==> src/rtl/epl_pkg.sv <==
// constants, encodings and state type of the ecp parallel port
// assumes one 100 MHz clock domain; pins are synchronised in the top
package epl_pkg;

  // ----------------------------------------------------------------
  // register offsets from the port base
  // ----------------------------------------------------------------
  localparam logic [15:0] OFS_DATA = 16'h0000;
  localparam logic [15:0] OFS_STATUS = 16'h0001;
  localparam logic [15:0] OFS_CONTROL = 16'h0002;
  localparam logic [15:0] OFS_FIFO = 16'h0400;
  localparam logic [15:0] OFS_CFGB = 16'h0401;
  localparam logic [15:0] OFS_ECR = 16'h0402;

  // ----------------------------------------------------------------
  // field positions and reset values
  // ----------------------------------------------------------------
  // stored extended control bits [7:2] held as a 6-bit field
  localparam int ECR_MODE_LSB = 3;
  localparam int ECR_NERRINT = 2;
  localparam int ECR_DMAEN = 1;
  localparam int ECR_SVC = 0;
  localparam int DCR_STROBE = 0;
  localparam int DCR_AUTOFD = 1;
  localparam int DCR_NINIT = 2;
  localparam int DCR_SELIN = 3;
  localparam int DCR_DIR = 5;
  localparam int RLE_ADDR_BIT = 7;
  localparam logic [7:0] DATA_RESET = 8'h00;
  localparam logic [5:0] DCR_RESET = 6'h00;
  localparam logic [5:0] ECR_RESET = 6'h05;
  localparam logic [7:0] CFGA_VALUE = 8'h10;
  // pins at rest: pd, nack, busy, perror, select, nfault
  localparam logic [12:0] PIN_IDLE = 13'h0015;
  localparam int FIFO_DEPTH_DEF = 16;
  localparam int FIFO_W = 9;

  // ----------------------------------------------------------------
  // modes and link states
  // ----------------------------------------------------------------
  typedef enum logic [2:0] {
    MODE_STD = 3'h0,
    MODE_BYTE = 3'h1,
    MODE_COMPAT_FIFO = 3'h2,
    MODE_ECP = 3'h3,
    MODE_EPP = 3'h4,
    MODE_RSVD = 3'h5,
    MODE_TEST = 3'h6,
    MODE_CONFIG = 3'h7
  } epl_mode_e;

  typedef enum logic [2:0] {
    LS_IDLE = 3'h0,
    LS_FWD_SETUP = 3'h1,
    LS_FWD_STROBE = 3'h3,
    LS_FWD_RELEASE = 3'h2,
    LS_REV_REQ = 3'h6,
    LS_REV_DONE = 3'h7,
    LS_REV_EXPAND = 3'h5
  } epl_link_e;

endpackage : epl_pkg

==> src/rtl/epl_fifo_if.sv <==
// push and pop bundle between the port logic and its byte fifo
// assumes the fifo owner and the user share one clock
interface epl_fifo_if #(
  parameter int W = 9,
  parameter int DEPTH = 16
);
  logic push;
  logic pop;
  logic flush;
  logic [W-1:0] wdata;
  logic [W-1:0] rdata;
  logic full;
  logic empty;
  logic [$clog2(DEPTH+1)-1:0] count;
  modport ctl(output push, pop, flush, wdata, input rdata, full, empty, count);
  modport mem(input push, pop, flush, wdata, output rdata, full, empty, count);
endinterface : epl_fifo_if

==> src/rtl/epl_sync.sv <==
// three stage pin synchroniser with agreement filter
// assumes asynchronous inputs; output moves when stages two and three agree
module epl_sync #(
  parameter int WIDTH = 1,
  parameter logic [WIDTH-1:0] INIT = '0
)
(
  input wire logic i_clk,
  input wire logic i_arst_n,
  input wire logic i_ce,
  input wire logic [WIDTH-1:0] i_async,
  output logic [WIDTH-1:0] o_sync
);

  logic [WIDTH-1:0] s1_q;
  logic [WIDTH-1:0] s2_q;
  logic [WIDTH-1:0] s3_q;

  if (WIDTH < 1)
  begin : g_bad_width
    $error("epl_sync width must be at least one");
  end

  // first stage feeds only the second
  always_ff @(posedge i_clk or negedge i_arst_n)
  begin
    if (!i_arst_n)
    begin
      s1_q <= INIT;
      s2_q <= INIT;
      s3_q <= INIT;
      o_sync <= INIT;
    end
    else if (i_ce)
    begin
      s1_q <= i_async;
      s2_q <= s1_q;
      s3_q <= s2_q;
      if (s2_q == s3_q)
        o_sync <= s3_q;
    end
  end

endmodule : epl_sync

==> src/rtl/epl_fifo.sv <==
// shared byte fifo with a tag bit per entry, flip-flop storage
// assumes the user never pushes on full nor pops on empty with effect
module epl_fifo
  import epl_pkg::*;
#(
  parameter int DEPTH = FIFO_DEPTH_DEF
)
(
  input wire logic i_clk,
  input wire logic i_arst_n,
  input wire logic i_ce,
  epl_fifo_if.mem bus
);

  localparam int AW = $clog2(DEPTH);
  localparam int CW = $clog2(DEPTH+1);

  logic [FIFO_W-1:0] mem_q [DEPTH];
  logic [AW-1:0] wr_q;
  logic [AW-1:0] rd_q;
  logic [CW-1:0] cnt_q;
  wire do_push = bus.push && (cnt_q != CW'(DEPTH));
  wire do_pop = bus.pop && (cnt_q != '0);

  if (DEPTH < 2 || (DEPTH & (DEPTH - 1)) != 0)
  begin : g_bad_depth
    $error("epl_fifo depth must be a power of two");
  end

  assign bus.rdata = mem_q[rd_q];
  assign bus.full = (cnt_q == CW'(DEPTH));
  assign bus.empty = (cnt_q == '0);
  assign bus.count = cnt_q;

  always_ff @(posedge i_clk or negedge i_arst_n)
  begin
    if (!i_arst_n)
    begin
      wr_q <= '0;
      rd_q <= '0;
      cnt_q <= '0;
    end
    else if (i_ce)
    begin
      if (bus.flush)
      begin
        wr_q <= '0;
        rd_q <= '0;
        cnt_q <= '0;
      end
      else
      begin
        if (do_push)
          wr_q <= wr_q + AW'(1);
        if (do_pop)
          rd_q <= rd_q + AW'(1);
        cnt_q <= cnt_q + CW'(do_push) - CW'(do_pop);
      end
    end
  end

  always_ff @(posedge i_clk)
  begin
    if (i_ce && do_push && !bus.flush)
      mem_q[wr_q] <= bus.wdata;
  end
endmodule : epl_fifo

==> src/rtl/epl_parallel_port.sv <==
// ecp capable parallel port: register decode, fifo modes, link engine
// assumes an isa-like strobed register bus and a 1284 peripheral on the pins
module epl_parallel_port
  import epl_pkg::*;
#(
  parameter int FIFO_DEPTH = FIFO_DEPTH_DEF
)
(
  input wire logic I_CLOCK,
  input wire logic I_ARST_N,
  input wire logic I_CLK_EN,
  input wire logic [15:0] I_BASE_ADDR,
  input wire logic [15:0] I_ADDR,
  input wire logic I_ADDRESS_ENABLE_QUALIFIER,
  input wire logic I_RD_STB,
  input wire logic I_WR_STB,
  input wire logic [7:0] I_WDATA,
  input wire logic I_DMA_ACK,
  input wire logic [5:0] I_CFG_RESOURCES,
  input wire logic [7:0] I_PD_IN,
  input wire logic I_NACK,
  input wire logic I_BUSY,
  input wire logic I_PERROR,
  input wire logic I_SELECT,
  input wire logic I_NFAULT,
  output logic [7:0] O_RDATA,
  output logic O_RDATA_VLD,
  output logic O_DMA_REQ,
  output logic O_FAULT_IRQ,
  output logic [7:0] O_PD_OUT,
  output logic O_PD_OE,
  output logic O_NSTROBE,
  output logic O_NAUTOFD,
  output logic O_NINIT,
  output logic O_NSELECTIN
);

  // ----------------------------------------------------------------
  // pin synchronisers
  // ----------------------------------------------------------------
  logic [12:0] pins_s;
  wire [7:0] pd_s = pins_s[12:5];
  wire nack_s = pins_s[4];
  wire busy_s = pins_s[3];
  wire perror_s = pins_s[2];
  wire select_s = pins_s[1];
  wire nfault_s = pins_s[0];

  epl_sync #(.WIDTH(13), .INIT(PIN_IDLE)) u_sync (
    .i_clk(I_CLOCK),
    .i_arst_n(I_ARST_N),
    .i_ce(I_CLK_EN),
    .i_async({I_PD_IN, I_NACK, I_BUSY, I_PERROR, I_SELECT, I_NFAULT}),
    .o_sync(pins_s)
  );

  // ----------------------------------------------------------------
  // registers and fifo
  // ----------------------------------------------------------------
  logic [7:0] data_q;
  logic [5:0] dcr_q;
  logic [5:0] ecr_q;
  logic [7:0] last_q;
  logic nfault_prev_q;
  epl_link_e st_q;
  epl_link_e st_d;
  logic [7:0] link_data_q;
  logic link_tag_q;
  logic rle_pend_q;
  logic [6:0] rle_cnt_q;
  logic [7:0] rep_q;
  logic [7:0] rep_data_q;

  epl_fifo_if #(.W(FIFO_W), .DEPTH(FIFO_DEPTH)) fifo_bus ();

  epl_fifo #(.DEPTH(FIFO_DEPTH)) u_fifo (
    .i_clk(I_CLOCK),
    .i_arst_n(I_ARST_N),
    .i_ce(I_CLK_EN),
    .bus(fifo_bus)
  );

  wire epl_mode_e mode = epl_mode_e'(ecr_q[ECR_MODE_LSB +: 3]);
  wire dir = dcr_q[DCR_DIR];
  wire is_ecp = (mode == MODE_ECP);
  wire fwd_mode = (mode == MODE_COMPAT_FIFO) || (is_ecp && !dir);
  wire rev_mode = is_ecp && dir;

  // ----------------------------------------------------------------
  // address decode
  // ----------------------------------------------------------------
  // base offset, enable qualified
  wire [15:0] ofs = I_ADDR - I_BASE_ADDR;
  wire cpu_cyc = !I_ADDRESS_ENABLE_QUALIFIER;
  wire dma_cyc = I_ADDRESS_ENABLE_QUALIFIER && I_DMA_ACK;
  wire hit_data = cpu_cyc && (ofs == OFS_DATA) && (mode == MODE_STD || mode == MODE_BYTE);
  wire hit_afifo = cpu_cyc && (ofs == OFS_DATA) && is_ecp;
  wire hit_status = cpu_cyc && (ofs == OFS_STATUS);
  wire hit_ctrl = cpu_cyc && (ofs == OFS_CONTROL);
  // reserved and unlisted modes fall through unmapped
  wire fifo_mode = (mode == MODE_COMPAT_FIFO) || is_ecp || (mode == MODE_TEST);
  wire hit_fifo = (cpu_cyc && (ofs == OFS_FIFO) && fifo_mode) || (dma_cyc && fifo_mode);
  wire hit_cfga = cpu_cyc && (ofs == OFS_FIFO) && (mode == MODE_CONFIG);
  wire hit_cfgb = cpu_cyc && (ofs == OFS_CFGB) && (mode == MODE_CONFIG);
  wire hit_ecr = cpu_cyc && (ofs == OFS_ECR);

  // fifo write allowed in forward modes and test; reads in reverse and test
  wire fifo_wr_ok = (mode == MODE_COMPAT_FIFO) || (is_ecp && !dir) || (mode == MODE_TEST);
  wire fifo_rd_ok = rev_mode || (mode == MODE_TEST);
  wire bus_push = I_WR_STB && ((hit_fifo && fifo_wr_ok) || (hit_afifo && !dir));
  wire bus_pop = I_RD_STB && hit_fifo && fifo_rd_ok;
  wire [7:0] fifo_rd_val = fifo_bus.empty ? last_q : fifo_bus.rdata[7:0];
  wire [7:0] status_val = {~busy_s, nack_s, perror_s, select_s, nfault_s, 3'h0};
  wire ecr_wr = I_WR_STB && hit_ecr;
  wire [2:0] new_mode = I_WDATA[7:5];
  // leaving fifo modes through a plain port mode discards queued bytes
  wire flush = ecr_wr && (new_mode == MODE_STD || new_mode == MODE_BYTE);

  logic [7:0] rd_val;
  logic rd_hit;

  always_comb
  begin
    rd_hit = 1'b1;
    if (hit_status)
      rd_val = status_val;
    else if (hit_ctrl)
      rd_val = {2'h0, dcr_q};
    else if (hit_ecr)
      rd_val = {ecr_q, fifo_bus.full, fifo_bus.empty};
    else if (hit_data)
      rd_val = O_PD_OE ? data_q : pd_s;
    else if (hit_cfga)
      rd_val = CFGA_VALUE;
    else if (hit_cfgb)
      rd_val = {1'b0, ~nfault_s, I_CFG_RESOURCES};
    else if (hit_fifo && fifo_rd_ok)
      rd_val = fifo_rd_val;
    else
    begin
      rd_val = 8'h00;
      rd_hit = 1'b0;
    end
  end

  // ----------------------------------------------------------------
  // link engine
  // ----------------------------------------------------------------
  // periphack high means data, low means command
  wire rev_is_data = busy_s;
  wire rle_cmd = !busy_s && !pd_s[RLE_ADDR_BIT];
  logic eng_pop;
  logic eng_push;
  logic rev_cap;

  always_comb
  begin
    st_d = st_q;
    eng_pop = 1'b0;
    eng_push = 1'b0;
    rev_cap = 1'b0;
    case (st_q)
      LS_IDLE:
        // start on busy low, bus permitted
        if (fwd_mode && !fifo_bus.empty && !busy_s && (perror_s || !is_ecp))
        begin
          st_d = LS_FWD_SETUP;
          eng_pop = 1'b1;
        end
        else if (rev_mode && !perror_s && !fifo_bus.full)
          st_d = LS_REV_REQ;
      LS_FWD_SETUP:
        st_d = LS_FWD_STROBE;
      LS_FWD_STROBE:
        if (busy_s)
          st_d = LS_FWD_RELEASE;
      LS_FWD_RELEASE:
        if (!busy_s)
          st_d = LS_IDLE;
      LS_REV_REQ:
        if (!nack_s)
        begin
          rev_cap = 1'b1;
          st_d = LS_REV_DONE;
          eng_push = rev_is_data && !rle_pend_q;
        end
      LS_REV_DONE:
        if (nack_s)
          st_d = (rep_q != 8'h00) ? LS_REV_EXPAND : LS_IDLE;
      LS_REV_EXPAND:
        if (!fifo_bus.full)
        begin
          eng_push = 1'b1;
          if (rep_q == 8'h01)
            st_d = LS_IDLE;
        end
      default:
        st_d = LS_IDLE;
    endcase
    if (st_q[2] ? !rev_mode : (st_q != LS_IDLE && !fwd_mode)) // reverse states carry bit 2
      st_d = LS_IDLE;
  end

  assign fifo_bus.push = eng_push || bus_push;
  assign fifo_bus.pop = eng_pop || bus_pop;
  assign fifo_bus.flush = flush;
  assign fifo_bus.wdata = (st_q == LS_REV_EXPAND) ? {1'b0, rep_data_q} :
                          eng_push ? {1'b0, pd_s} : {hit_afifo, I_WDATA};

  always_ff @(posedge I_CLOCK or negedge I_ARST_N)
  begin
    if (!I_ARST_N)
      st_q <= LS_IDLE;
    else if (I_CLK_EN)
      st_q <= st_d;
  end

  always_ff @(posedge I_CLOCK or negedge I_ARST_N)
  begin
    if (!I_ARST_N)
    begin
      link_data_q <= 8'h00;
      link_tag_q <= 1'b0;
      rle_pend_q <= 1'b0;
      rle_cnt_q <= 7'h00;
      rep_q <= 8'h00;
      rep_data_q <= 8'h00;
    end
    else if (I_CLK_EN)
    begin
      if (eng_pop)
      begin
        link_data_q <= fifo_bus.rdata[7:0];
        link_tag_q <= fifo_bus.rdata[8];
      end
      if (rev_cap && rle_cmd)
      begin
        rle_pend_q <= 1'b1;
        rle_cnt_q <= pd_s[6:0];
      end
      else if (rev_cap && rev_is_data && rle_pend_q)
      begin
        rle_pend_q <= 1'b0;
        rep_q <= {1'b0, rle_cnt_q} + 8'h01;
        rep_data_q <= pd_s;
      end
      else if (st_q == LS_REV_EXPAND && eng_push)
        rep_q <= rep_q - 8'h01;
      if (st_d == LS_IDLE && st_q != LS_IDLE)
        rep_q <= 8'h00;
    end
  end

  // ----------------------------------------------------------------
  // software registers
  // ----------------------------------------------------------------
  always_ff @(posedge I_CLOCK or negedge I_ARST_N)
  begin
    if (!I_ARST_N)
    begin
      data_q <= DATA_RESET;
      dcr_q <= DCR_RESET;
      ecr_q <= ECR_RESET;
      last_q <= 8'h00;
      nfault_prev_q <= 1'b1;
    end
    else if (I_CLK_EN)
    begin
      if (I_WR_STB && hit_data)
        data_q <= I_WDATA;
      if (I_WR_STB && hit_ctrl)
        dcr_q <= I_WDATA[5:0];
      if (ecr_wr)
        ecr_q <= I_WDATA[7:2];
      if (bus_pop && !fifo_bus.empty)
        last_q <= fifo_bus.rdata[7:0];
      nfault_prev_q <= nfault_s;
    end
  end

  // ----------------------------------------------------------------
  // pin and bus outputs
  // ----------------------------------------------------------------
  // in ecp drive only with forward acknowledged; std and compat fifo always drive, other modes drive while dir is low
  wire pd_oe_d = (mode == MODE_STD || mode == MODE_COMPAT_FIFO) ? 1'b1 :
                 is_ecp ? (!dir && perror_s) : !dir;
  wire [7:0] pd_out_d = fwd_mode ? link_data_q :
                        (mode == MODE_TEST) ? fifo_rd_val : data_q;
  wire eng_pins = (mode == MODE_COMPAT_FIFO) || is_ecp;
  wire nstrobe_d = eng_pins ? (st_q != LS_FWD_STROBE) : ~dcr_q[DCR_STROBE];
  wire fwd_busy_st = (st_q == LS_FWD_SETUP) || (st_q == LS_FWD_STROBE) || (st_q == LS_FWD_RELEASE);
  wire nautofd_d = !is_ecp ? ~dcr_q[DCR_AUTOFD] :
                   fwd_busy_st ? ~link_tag_q : (st_q != LS_REV_REQ);
  wire ninit_d = is_ecp ? ~dir : dcr_q[DCR_NINIT];
  wire nselin_d = is_ecp ? 1'b1 : ~dcr_q[DCR_SELIN];
  wire dma_d = ecr_q[ECR_DMAEN] && !ecr_q[ECR_SVC] &&
               ((fwd_mode && !fifo_bus.full) || (rev_mode && !fifo_bus.empty));
  // fault edge or unmask while low
  wire irq_d = is_ecp && !nfault_s &&
               ((nfault_prev_q && !ecr_q[ECR_NERRINT]) || (ecr_wr && ecr_q[ECR_NERRINT] && !I_WDATA[4]));

  always_ff @(posedge I_CLOCK or negedge I_ARST_N)
  begin
    if (!I_ARST_N)
    begin
      O_RDATA <= 8'h00;
      O_RDATA_VLD <= 1'b0;
      O_DMA_REQ <= 1'b0;
      O_FAULT_IRQ <= 1'b0;
      O_PD_OUT <= 8'h00;
      O_PD_OE <= 1'b1;
      O_NSTROBE <= 1'b1;
      O_NAUTOFD <= 1'b1;
      O_NINIT <= 1'b0;
      O_NSELECTIN <= 1'b1;
    end
    else if (I_CLK_EN)
    begin
      O_RDATA_VLD <= I_RD_STB && rd_hit;
      if (I_RD_STB && rd_hit)
        O_RDATA <= rd_val;
      O_DMA_REQ <= dma_d;
      O_FAULT_IRQ <= irq_d;
      O_PD_OUT <= pd_out_d;
      O_PD_OE <= pd_oe_d;
      O_NSTROBE <= nstrobe_d;
      O_NAUTOFD <= nautofd_d;
      O_NINIT <= ninit_d;
      O_NSELECTIN <= nselin_d;
    end
  end
endmodule : epl_parallel_port

==> config.mk <==
export PLATFORM = sky130hd
export DESIGN_NAME = epl_parallel_port
export DESIGN_NICKNAME = d
export VERILOG_FILES = /design/src/rtl/epl_pkg.sv /design/src/rtl/epl_fifo_if.sv /design/src/rtl/epl_sync.sv /design/src/rtl/epl_fifo.sv /design/src/rtl/epl_parallel_port.sv
export SDC_FILE = /design/constraint.sdc
export NUM_CORES = 1
export LEC_CHECK = 0
export ABC_AREA = 1
export BUFFER_PORTS_ARGS = -buffer_cell sky130_fd_sc_hd__buf_2
export CORE_ASPECT_RATIO = 1.1
export CORE_MARGIN = 5
export CORE_UTILIZATION = 65
export CTS_CLUSTER_DIAMETER = 200
export DETAILED_ROUTE_END_ITERATION = 8
export GPL_ROUTABILITY_DRIVEN = 0
export PLACE_DENSITY = 0.81
export SETUP_SLACK_MARGIN = 0.02
export SYNTH_ARGS = -nofsm -noshare
export SYNTH_HDL_FRONTEND = slang
export SYNTH_SLANG_ARGS = --single-unit
==> constraint.sdc <==
create_clock -name I_CLOCK -period 5.6 [get_ports I_CLOCK]
set_clock_uncertainty 0.2 [all_clocks]
set_input_delay 0.28 -clock I_CLOCK [delete_from_list [all_inputs] [get_ports I_CLOCK]]
set_output_delay 0.28 -clock I_CLOCK [all_outputs]
set_load 0.03 [all_outputs]
==> key figures, run 1 <==
Outcome
  – Status: finished, final reports clean

STA
  – Setup Viol. Count Final: 0
  – RSZ-0062 raised after global routing: false
  – Fin crit share: 0.695
  – Relative slew slack: 0.304
  – Actual slew at the worst max-slew pin: around 1000 ps
  – Final min period: 3890 ps
  – Pins Over Slew Limit: 0
  – Fin. Hold Viols: 0
  – Hold WS: 20.3 ps
  – Fmax: between 200 and 300 MHz
  – Setup TNS: 0 ps

Detailed routing
  – Via count: 12,200
  – Avg WL per Cell: between 15 and 20 um
  – DRC violations left: 0
  – Routed wire length: about 37,000 um
  – Detail Route Antenna Nets: 0
  – DRT iter0 DRCs: approximately 1,100
  – Via density: 5.78
  – 1st-pass router iterations: 7

Synthesis
  – Sequential share of the synthesized area: 0.550
  – Synthesized cell area: ~15,000 um2
  – Yosys reg bits: roughly 300
  – YS warnings: 0
  – Mapped Avg Cell Area: ~9 um2
  – Syn Inst Count: about 1,700
  – Post-synthesis net count: about 1,800
  – EDFF count, synth: approximately 140
  – Top FF cell, synth: edfxtp_1
  – Yosys cell types: 53
  – Synth async-reset ratio: 0.517

Die
  – # rows: 58
  – Starting Density: 0.656
  – Die area: around 26,000 um2
  – IO Count: 90
  – Die W: about 150 um
  – Vert. Die Dim: roughly 170 um
  – Core Area: about 23,000 um2

Clock tree
  – Clk buf depth: 3
  – Worst-Skew Late Latency: 540 ps
  – CTS sink count: ~300
  – CTS buffer count: 28
  – Max H-tree Level: 1
  – Worst-path clk slew: roughly 60 ps
  – CTS tree: built
  – Post-CTS setup buffer count: 0
  – Root buffer cell: clkbuf_16

Setup path
  – Critical Path AT: around 4100 ps
  – Crit. End Element: flip-flop
  – Data required time of the worst path: roughly 5800 ps
  – Setup CP Type: reg2reg
  – CP Launch Type: flip-flop
  – R2r setup slk: 1710 ps
  – Max FO, Critical Path: 18

Run
  – Maxcap violations: 0

Layout
  – Nets: around 1,900
  – Finished Cell Area: 16,800 um2
  – Area Overhead vs Synth: 12.8%
  – Fill count: ~1,600
  – Share of cells above drive strength 1: 0.136

Placed design
  – HPWL Detailed: between 20,000 and 30,000 um
  – Placed cell area: between 15,000 and 20,000 um2
  – Port bufs: 89

Global routing
  – Largest net degree at the start of global routing: 102
  – First-pass GRT wire length: approximately 60,000 um
  – Gr ovfl total: 0
  – Vias in the first global route: between 10,000 and 15,000
  – Global-route usage over all layers: 0.283
  – Initial antenna violation count: 1

Power
  – P per Cell Area: ~330 nW/um2
  – VDD IR-drop max: about 0.27 mV
  – P_leak: around 0.0075 uW
  – Overall power: 5580 uW

Hold path
  – HP Class: in2reg
-- through the flow --
stage,utilization,instances,setup slack [ps]
6_report,0.740,2106,1710
5_1_grt,0.740,2106,1520
4_1_cts,0.740,2105,1760
3_5_place_dp,0.689,2026,1410
3_3_place_gp,0.689,2026,1560
2_1_floorplan,-,1675,1880
-- critical path: stages, from the launching register on --
cell and delay (ps):
dfrtp_1 380, inv_1 110, ha_1 160, nand3_1 100, nor2_1 320, clkinv_1 510, nand3_4 310, nand2_1 80
ha_1 270, inv_1 40, ha_1 220, fa_1 400, nand2_1 110, nand2_1 60, a21oi_1 170, xor2_1 210
o31ai_1 100
-- cell type report --
| class | count | area [um2] | area share |
|---|---|---|---|
| antenna | 1 | 2.50 | 0.000149 |
| clock buffer | 43 | 837 | 0.0498 |
| clock inverter | 9 | 52.6 | 0.00313 |
| inverter | 203 | 766 | 0.0455 |
| multi-input combinational | 1120 | 5730 | 0.341 |
| sequential | 298 | 8200 | 0.488 |
| tap | 300 | 375 | 0.0223 |
| timing repair buffer | 132 | 842 | 0.0501 |
-- path summary, 6_finish.rpt --
path | start | end | cells after the start
setup reg to reg | u_fifo.bus.count[2] | u_fifo.bus.count[4] | 16
hold reg to reg | O_NSTROBE | O_NSTROBE | 2
setup / recovery | u_fifo.bus.count[2] | u_fifo.bus.count[4] | 16
max in group asynchronous | I_ARST_N | u_sync.s3_q[12] | 3
hold / removal | I_CFG_RESOURCES[4] | O_RDATA[4] | 7
min in group asynchronous | I_ARST_N | rep_q[7] | 2
-- metal layers --
layer | global-route usage | part of all wire | wire [um]
met1 | 0.364 | 0.39 | 14300
met4 | 0.136 | 0.055 | 2020
met3 | 0.0299 | 0.064 | 2340
met5 | 0 | 0 | 0
met2 | 0.485 | 0.49 | 18100
-- layout by cell type (no fill, tap or decap), types with 3 or more instances in the layout --
| cell | instances |
|---|---|
| inv_2 | 5 |
| clkbuf_8 | 3 |
| clkbuf_2 | 3 |
| nor2_1 | 124 |
| nor2_2 | 16 |
| a31oi_1 | 3 |
| clkinv_1 | 3 |
| mux2_2 | 8 |
| o211ai_1 | 5 |
| o21ai_0 | 204 |
| or2_2 | 3 |
| o22ai_1 | 14 |
| inv_1 | 192 |
| clkinv_2 | 9 |
| nand2_2 | 14 |
| nand4_1 | 32 |
| xnor2_1 | 7 |
| nand3b_1 | 6 |
| clkbuf_16 | 30 |
| buf_2 | 88 |
| o221ai_1 | 8 |
| nand3_1 | 77 |
| a221oi_1 | 19 |
| dfrtp_1 | 134 |
| xor2_1 | 14 |
| buf_4 | 16 |
| o21ai_1 | 6 |
| dfstp_2 | 19 |
| edfxtp_1 | 144 |
| ha_1 | 30 |
| clkbuf_1 | 6 |
| nand3_4 | 3 |
| nor3_1 | 15 |
| nand3_2 | 8 |
| nor2_4 | 5 |
| nand2_1 | 437 |
| dlygate4sd3_1 | 27 |
| a21oi_1 | 39 |
-- where the power goes --
group	switching, uW	internal (uW)
Combinational	816	388
Clock	796	1030
Sequential	106	2440
-- cells in the mapped netlist (4+ instances only) --
cell type	instances	area, um2
inv_1	193	724
nand4_1	32	200
dfrtp_1	135	3380
ha_1	30	375
xnor2_1	7	61.3
buf_1	6	22.5
o21ai_0	204	1020
o21ai_1	6	30.0
o221ai_1	8	70.1
nor2_2	16	100
nor3_1	15	75.1
a21oi_1	39	195
clkbuf_1	43	161
edfxtp_1	144	4320
nand3_1	77	385
nand2_1	437	1640
o22ai_1	14	87.6
xor2_1	14	123
nor2_1	124	465
inv_2	4	15.0
nor2_4	5	56.3
a221oi_1	19	166
nand2_2	14	87.6
mux2_2	8	90.1
o211ai_1	5	37.5
nand3_2	8	80.1
dfstp_2	19	499
nand3b_1	6	45.0
-- timing repair --
action	in CTS	in global routing
endpoints found under the setup margin	0	0
hold buffers	27	0
hold endpoints to repair	125	0
resized for setup	0	0
-- state kept, by name, indices dropped and copies added (netlist names), 5 cells and up --
signal,flops
u_fifo.mem_q,144
u_sync.o_sync,13
u_sync.s1_q,13
u_sync.s2_q,13
u_sync.s3_q,13
O_PD_OUT,8
O_RDATA,8
data_q,8
last_q,8
link_data_q,8
rep_data_q,8
rep_q,8
rle_cnt_q,7
dcr_q,6
ecr_q,6
u_fifo.bus.count,5
-- logic make-up after synthesis --
logic type,synth area share
muxes,0.00604
AOI/OAI and AO/OA,0.115
adders and majority gates,0.0279
buffers and inverters,0.0662
xor gates and xnor gates,0.0123
and+or+nand+nor,0.222
DFF,0.550
Note: power is estimated with default switching activity, not from simulation.
==> run 2: changes to the inputs <==
--- a/config.mk
+++ b/config.mk
@@ -5,15 +5,15 @@
 export SDC_FILE = /design/constraint.sdc
 export NUM_CORES = 1
 export LEC_CHECK = 0
-export ABC_AREA = 1
+export ABC_AREA = 0
 export BUFFER_PORTS_ARGS = -buffer_cell sky130_fd_sc_hd__buf_2
 export CORE_ASPECT_RATIO = 1.1
 export CORE_MARGIN = 5
-export CORE_UTILIZATION = 65
+export CORE_UTILIZATION = 61
 export CTS_CLUSTER_DIAMETER = 200
 export DETAILED_ROUTE_END_ITERATION = 8
 export GPL_ROUTABILITY_DRIVEN = 0
-export PLACE_DENSITY = 0.81
+export PLACE_DENSITY = 0.77
 export SETUP_SLACK_MARGIN = 0.02
 export SYNTH_ARGS = -nofsm -noshare
 export SYNTH_HDL_FRONTEND = slang
==> constraint.sdc (replaced) <==
create_clock -name I_CLOCK -period 3.6 [get_ports I_CLOCK]
set_clock_uncertainty 0.2 [all_clocks]
set_input_delay 0.18 -clock I_CLOCK [delete_from_list [all_inputs] [get_ports I_CLOCK]]
set_output_delay 0.18 -clock I_CLOCK [all_outputs]
set_load 0.03 [all_outputs]
==> run 2 against run 1 <==
Effect of this change: the flow now finishes with violations (setup timing); critical path depth increased by 6; count of clock-buffer cells in the layout decreased by 6; die area increased by 6.2%; largest cell class unchanged.
==> key figures, run 2 <==
Outcome
  – Status: complete, but fails checks
  – Failing checks: setup timing

Placed design
  – HPWL Detailed: 26,600 um (+5.4%)
  – Port bufs: 89 (unchanged)
  – Placed cell area: 17,000 um2 (+8.3%)

Clock tree
  – CTS buffer count: 29 (+3.6%)
  – CTS tree: built
  – Max H-tree Level: 1 (unchanged)
  – Root buffer cell: clkbuf_16
  – CTS sink count: 298 (unchanged)
  – Worst-Skew Late Latency: 570 ps (+30 ps)
  – Clk buf depth: 3 (unchanged)
  – Worst-path clk slew: 60 ps (about the same)

Synthesis
  – YS warnings: 0 (unchanged)
  – Synthesized cell area: 14,900 um2 (about the same)
  – Top cells by count, synth: edfxtp_1, dfrtp_1, mux2_2, nand2_1, o21ai_0
  – Synth async-reset ratio: 0.517 (unchanged)
  – Post-synthesis net count: 1,293 (-27%)
  – Yosys cell types: 99 (+87%)
  – Sequential share of the synthesized area: 0.550 (about the same)
  – Yosys reg bits: 298 (unchanged)
  – EDFF count, synth: 144 (unchanged)
  – Post-Synth Adder-Cell Area: 0.0278 (about the same)
  – Main area contributors after synthesis: edfxtp_1, dfrtp_1, mux2_2, mux2i_1, dfstp_2
  – Top FF cell, synth: edfxtp_1
  – Simple-gate share of the synthesized area: 0.103 (-0.120)
  – Cell with the most instances after synthesis: edfxtp_1
  – Xor/xnor cell area share of the yosys netlist: 0.0153 (+0.00293)
  – Post-synthesis compound-gate area fraction: 0.117 (+0.00194)
  – Mux cell area share after synthesis: 0.158 (+0.152)
  – Main combinational cell family by area after synthesis: multiplexers
  – Area fraction of the dominant cell type after synthesis: 0.290 (about the same)
  – Yosys top cell by area: edfxtp_1
  – Syn Inst Count: 1,195 (-29%)
  – Mapped Avg Cell Area: 12.5 um2 (+40%)

Detailed routing
  – Via density: 6.39 (+10%)
  – DR WL met2: 19,500 um (+8.0%)
  – Met1 Wirelength: 15,300 um (+6.9%)
  – Wire length on met3: 2880 um (+23%)
  – 1st-pass router iterations: 6 (-1)
  – DRC violations left: 0 (unchanged)
  – Routed wire length: 39,100 um (+6.4%)
  – Max layer used: met5
  – DRT iter0 DRCs: 1,230 (+8.7%)
  – Avg WL per Cell: 22.2 um (+27%)
  – Via count: 11,300 (-7.4%)
  – Detail Route Antenna Nets: 0 (unchanged)

STA
  – Pins Over Slew Limit: 0 (unchanged)
  – Relative slew slack: 0.353 (+0.0492)
  – Fin. Hold Viols: 0 (unchanged)
  – Fin crit share: 1.02
  – Actual slew at the worst max-slew pin: 967 ps (-69.3 ps)
  – Min setup slack post-route: -88.0 ps (-1790 ps)
  – Fmax: between 200 and 300 MHz
  – Final min period: about 3700 ps
  – Setup Viol. Count Final: 1 (+1)
  – RSZ-0062 raised after global routing: true

Layout
  – Most frequent cells in the layout: edfxtp_1, buf_4, dfrtp_1, mux2_2, buf_2
  – Max FFs per register: 144 (unchanged)
  – Core Util, Final: 0.753 (+0.0130)
  – Reg with most FFs: u_fifo.mem_q
  – Share of cells above drive strength 1: 0.342 (+0.206)
  – Finished Cell Area: 18,300 um2 (+9.0%)
  – Register Area: 8200 um2 (unchanged)
  – Area Overhead vs Synth: 22.8%
  – Nets: 1,531 (-19%)
  – Leading cell type in the layout, fill and taps excluded: edfxtp_1
  – Fill count: 1,534 (-5.3%)
  – Area of the multi-input gates: 6600 um2 (+15%)
  – Ant diodes: 0 (-1)

Setup path
  – Critical Path Source: I_BASE_ADDR[0]
  – Data required time of the worst path: 3850 ps (-1950 ps)
  – Setup CP Type: in2reg
  – Crit. End Element: flip-flop
  – Worst path slowest cell: fa_2
  – Reg2Reg Launch Point: ecr_q[5]
  – Critical Path AT: 3930 ps (-170 ps)
  – Crit-path cells: buf_2 -> ha_4 -> fa_2 -> and2b_4 -> a21bo_2 -> a21boi_2 -> o221ai_4 -> nor3_4 -> and3_4 -> nand4_1 -> nand2_2 -> a21o_1 -> ha_1 -> inv_1 -> ha_2 -> fa_2 -> a21oi_2 -> o21bai_1 -> xnor2_1 -> o21ai_1 -> nand2_1 -> o21ai_1
  – CP Launch Type: input port
  – Crit path largest cell delay: 360 ps (-150 ps)
  – Max FO, Critical Path: 7 (-11)

Global routing
  – Vias in the first global route: 11,500 (-2.5%)
  – Initial antenna violation count: 1 (unchanged)
  – Gr ovfl total: 0 (unchanged)
  – Largest net degree at the start of global routing: 77 (-25%)
  – Global-route usage over all layers: 0.278 (-0.00518)
  – First-pass GRT wire length: 62,400 um (+4.8%)

Run
  – Maxcap violations: 0 (unchanged)

Power
  – P per Cell Area: 427 nW/um2 (+29%)
  – Overall power: 7820 uW (+40%)
  – P_leak: 0.00771 uW (+2.8%)
  – VDD IR-drop max: 0.440 mV (+63%)

Hold path
  – HP Class: in2async

Die
  – Die W: 159 um (+3.1%)
  – Die area: 27,700 um2 (+6.2%)
  – # rows: 60 (+3.4%)
  – Vert. Die Dim: 174 um (+3.1%)
  – Starting Density: 0.613 (-0.0430)
  – Core Area: 24,300 um2 (+7.1%)
  – IO Count: 90 (unchanged)
[run 2: changes by cell type after synthesis, sizes merged, moves of 54 or more]
| cell | change |
|---|---|
| nor2 | -83 |
| mux2i | +55 |
| nand2 | -372 |
| inv | -152 |
| nand3 | -54 |
| mux2 | +112 |
| o21ai | -140 |
[run 2: per-layer routing]
layer  track usage  up-vias
met3        0.0401      123
met4        0.0878        2
met2         0.478      539
met1         0.369     5601
met5             0        -
li1              -     5005
[run 2: what timing repair did]
item                                   in CTS  in global routing
pin swaps                                  19                  9
hold buffers                               30                  0
endpoints found under the hold margin     170                  0
setup endpoints to repair                  41                 56
buffers inserted                            4                  7
gates resized for setup                     6                  4
[run 2: power by group]
part | leakage, uW | total (uW) | switching, uW | internal, uW
Clock | 0.000457 | 2950 | 1280 | 1670
Sequential | 0.00332 | 3780 | 90.9 | 3690
Combinational | 0.00394 | 1080 | 582 | 502
[run 2: critical path: cells and delay by family]
family / cells / cell delay, ps
adder cells (fa/ha/maj): 5 / 1150
AND/OR/NAND/NOR: 6 / 1080
AO/OA/AOI/OAI: 8 / 1160
XOR/XNOR: 1 / 220
buffers and inverters: 2 / 160
[run 2: final cells by class]
cell class                 instances  share of cell area
clock buffer                      37              0.0423
clock inverter                    16             0.00779
inverter                          46              0.0101
multi-input combinational        791               0.360
sequential                       298               0.448
tap                              310              0.0212
timing repair buffer             267               0.110
[run 2: final timing paths]
check	endpoint	slack (ps)	cells after the start
setup / recovery	u_fifo.bus.count[4]	-90	22
hold / removal	rep_q[3]	6	2
setup reg to reg	u_fifo.bus.count[4]	-40	15
hold reg to reg	O_RDATA_VLD	280	1
max in group asynchronous	ecr_q[2]	2340	3
min in group I_CLOCK	O_RDATA[1]	20	5
[run 2: cells by family after synthesis]
family,count (synthesis)
flip-flops,298
AND/OR/NAND/NOR,292
multiplexers,194
AO/OA/AOI/OAI,247
buffers and inverters,106
XOR/XNOR,26
adder cells (fa/ha/maj),32
[run 2: metrics by stage]
stage	TNS, ps	setup WS (ps)	hold slack, ps	cells
2_1_floorplan	-3380	-369	-316	1195
3_3_place_gp	-67800	-612	44.6	1670
3_5_place_dp	-79750	-739	53.5	1670
4_1_cts	-51.3	-51.3	10.7	1757
5_1_grt	-225	-223	62.8	1765
6_report	-88.0	-88.0	6.21	1765
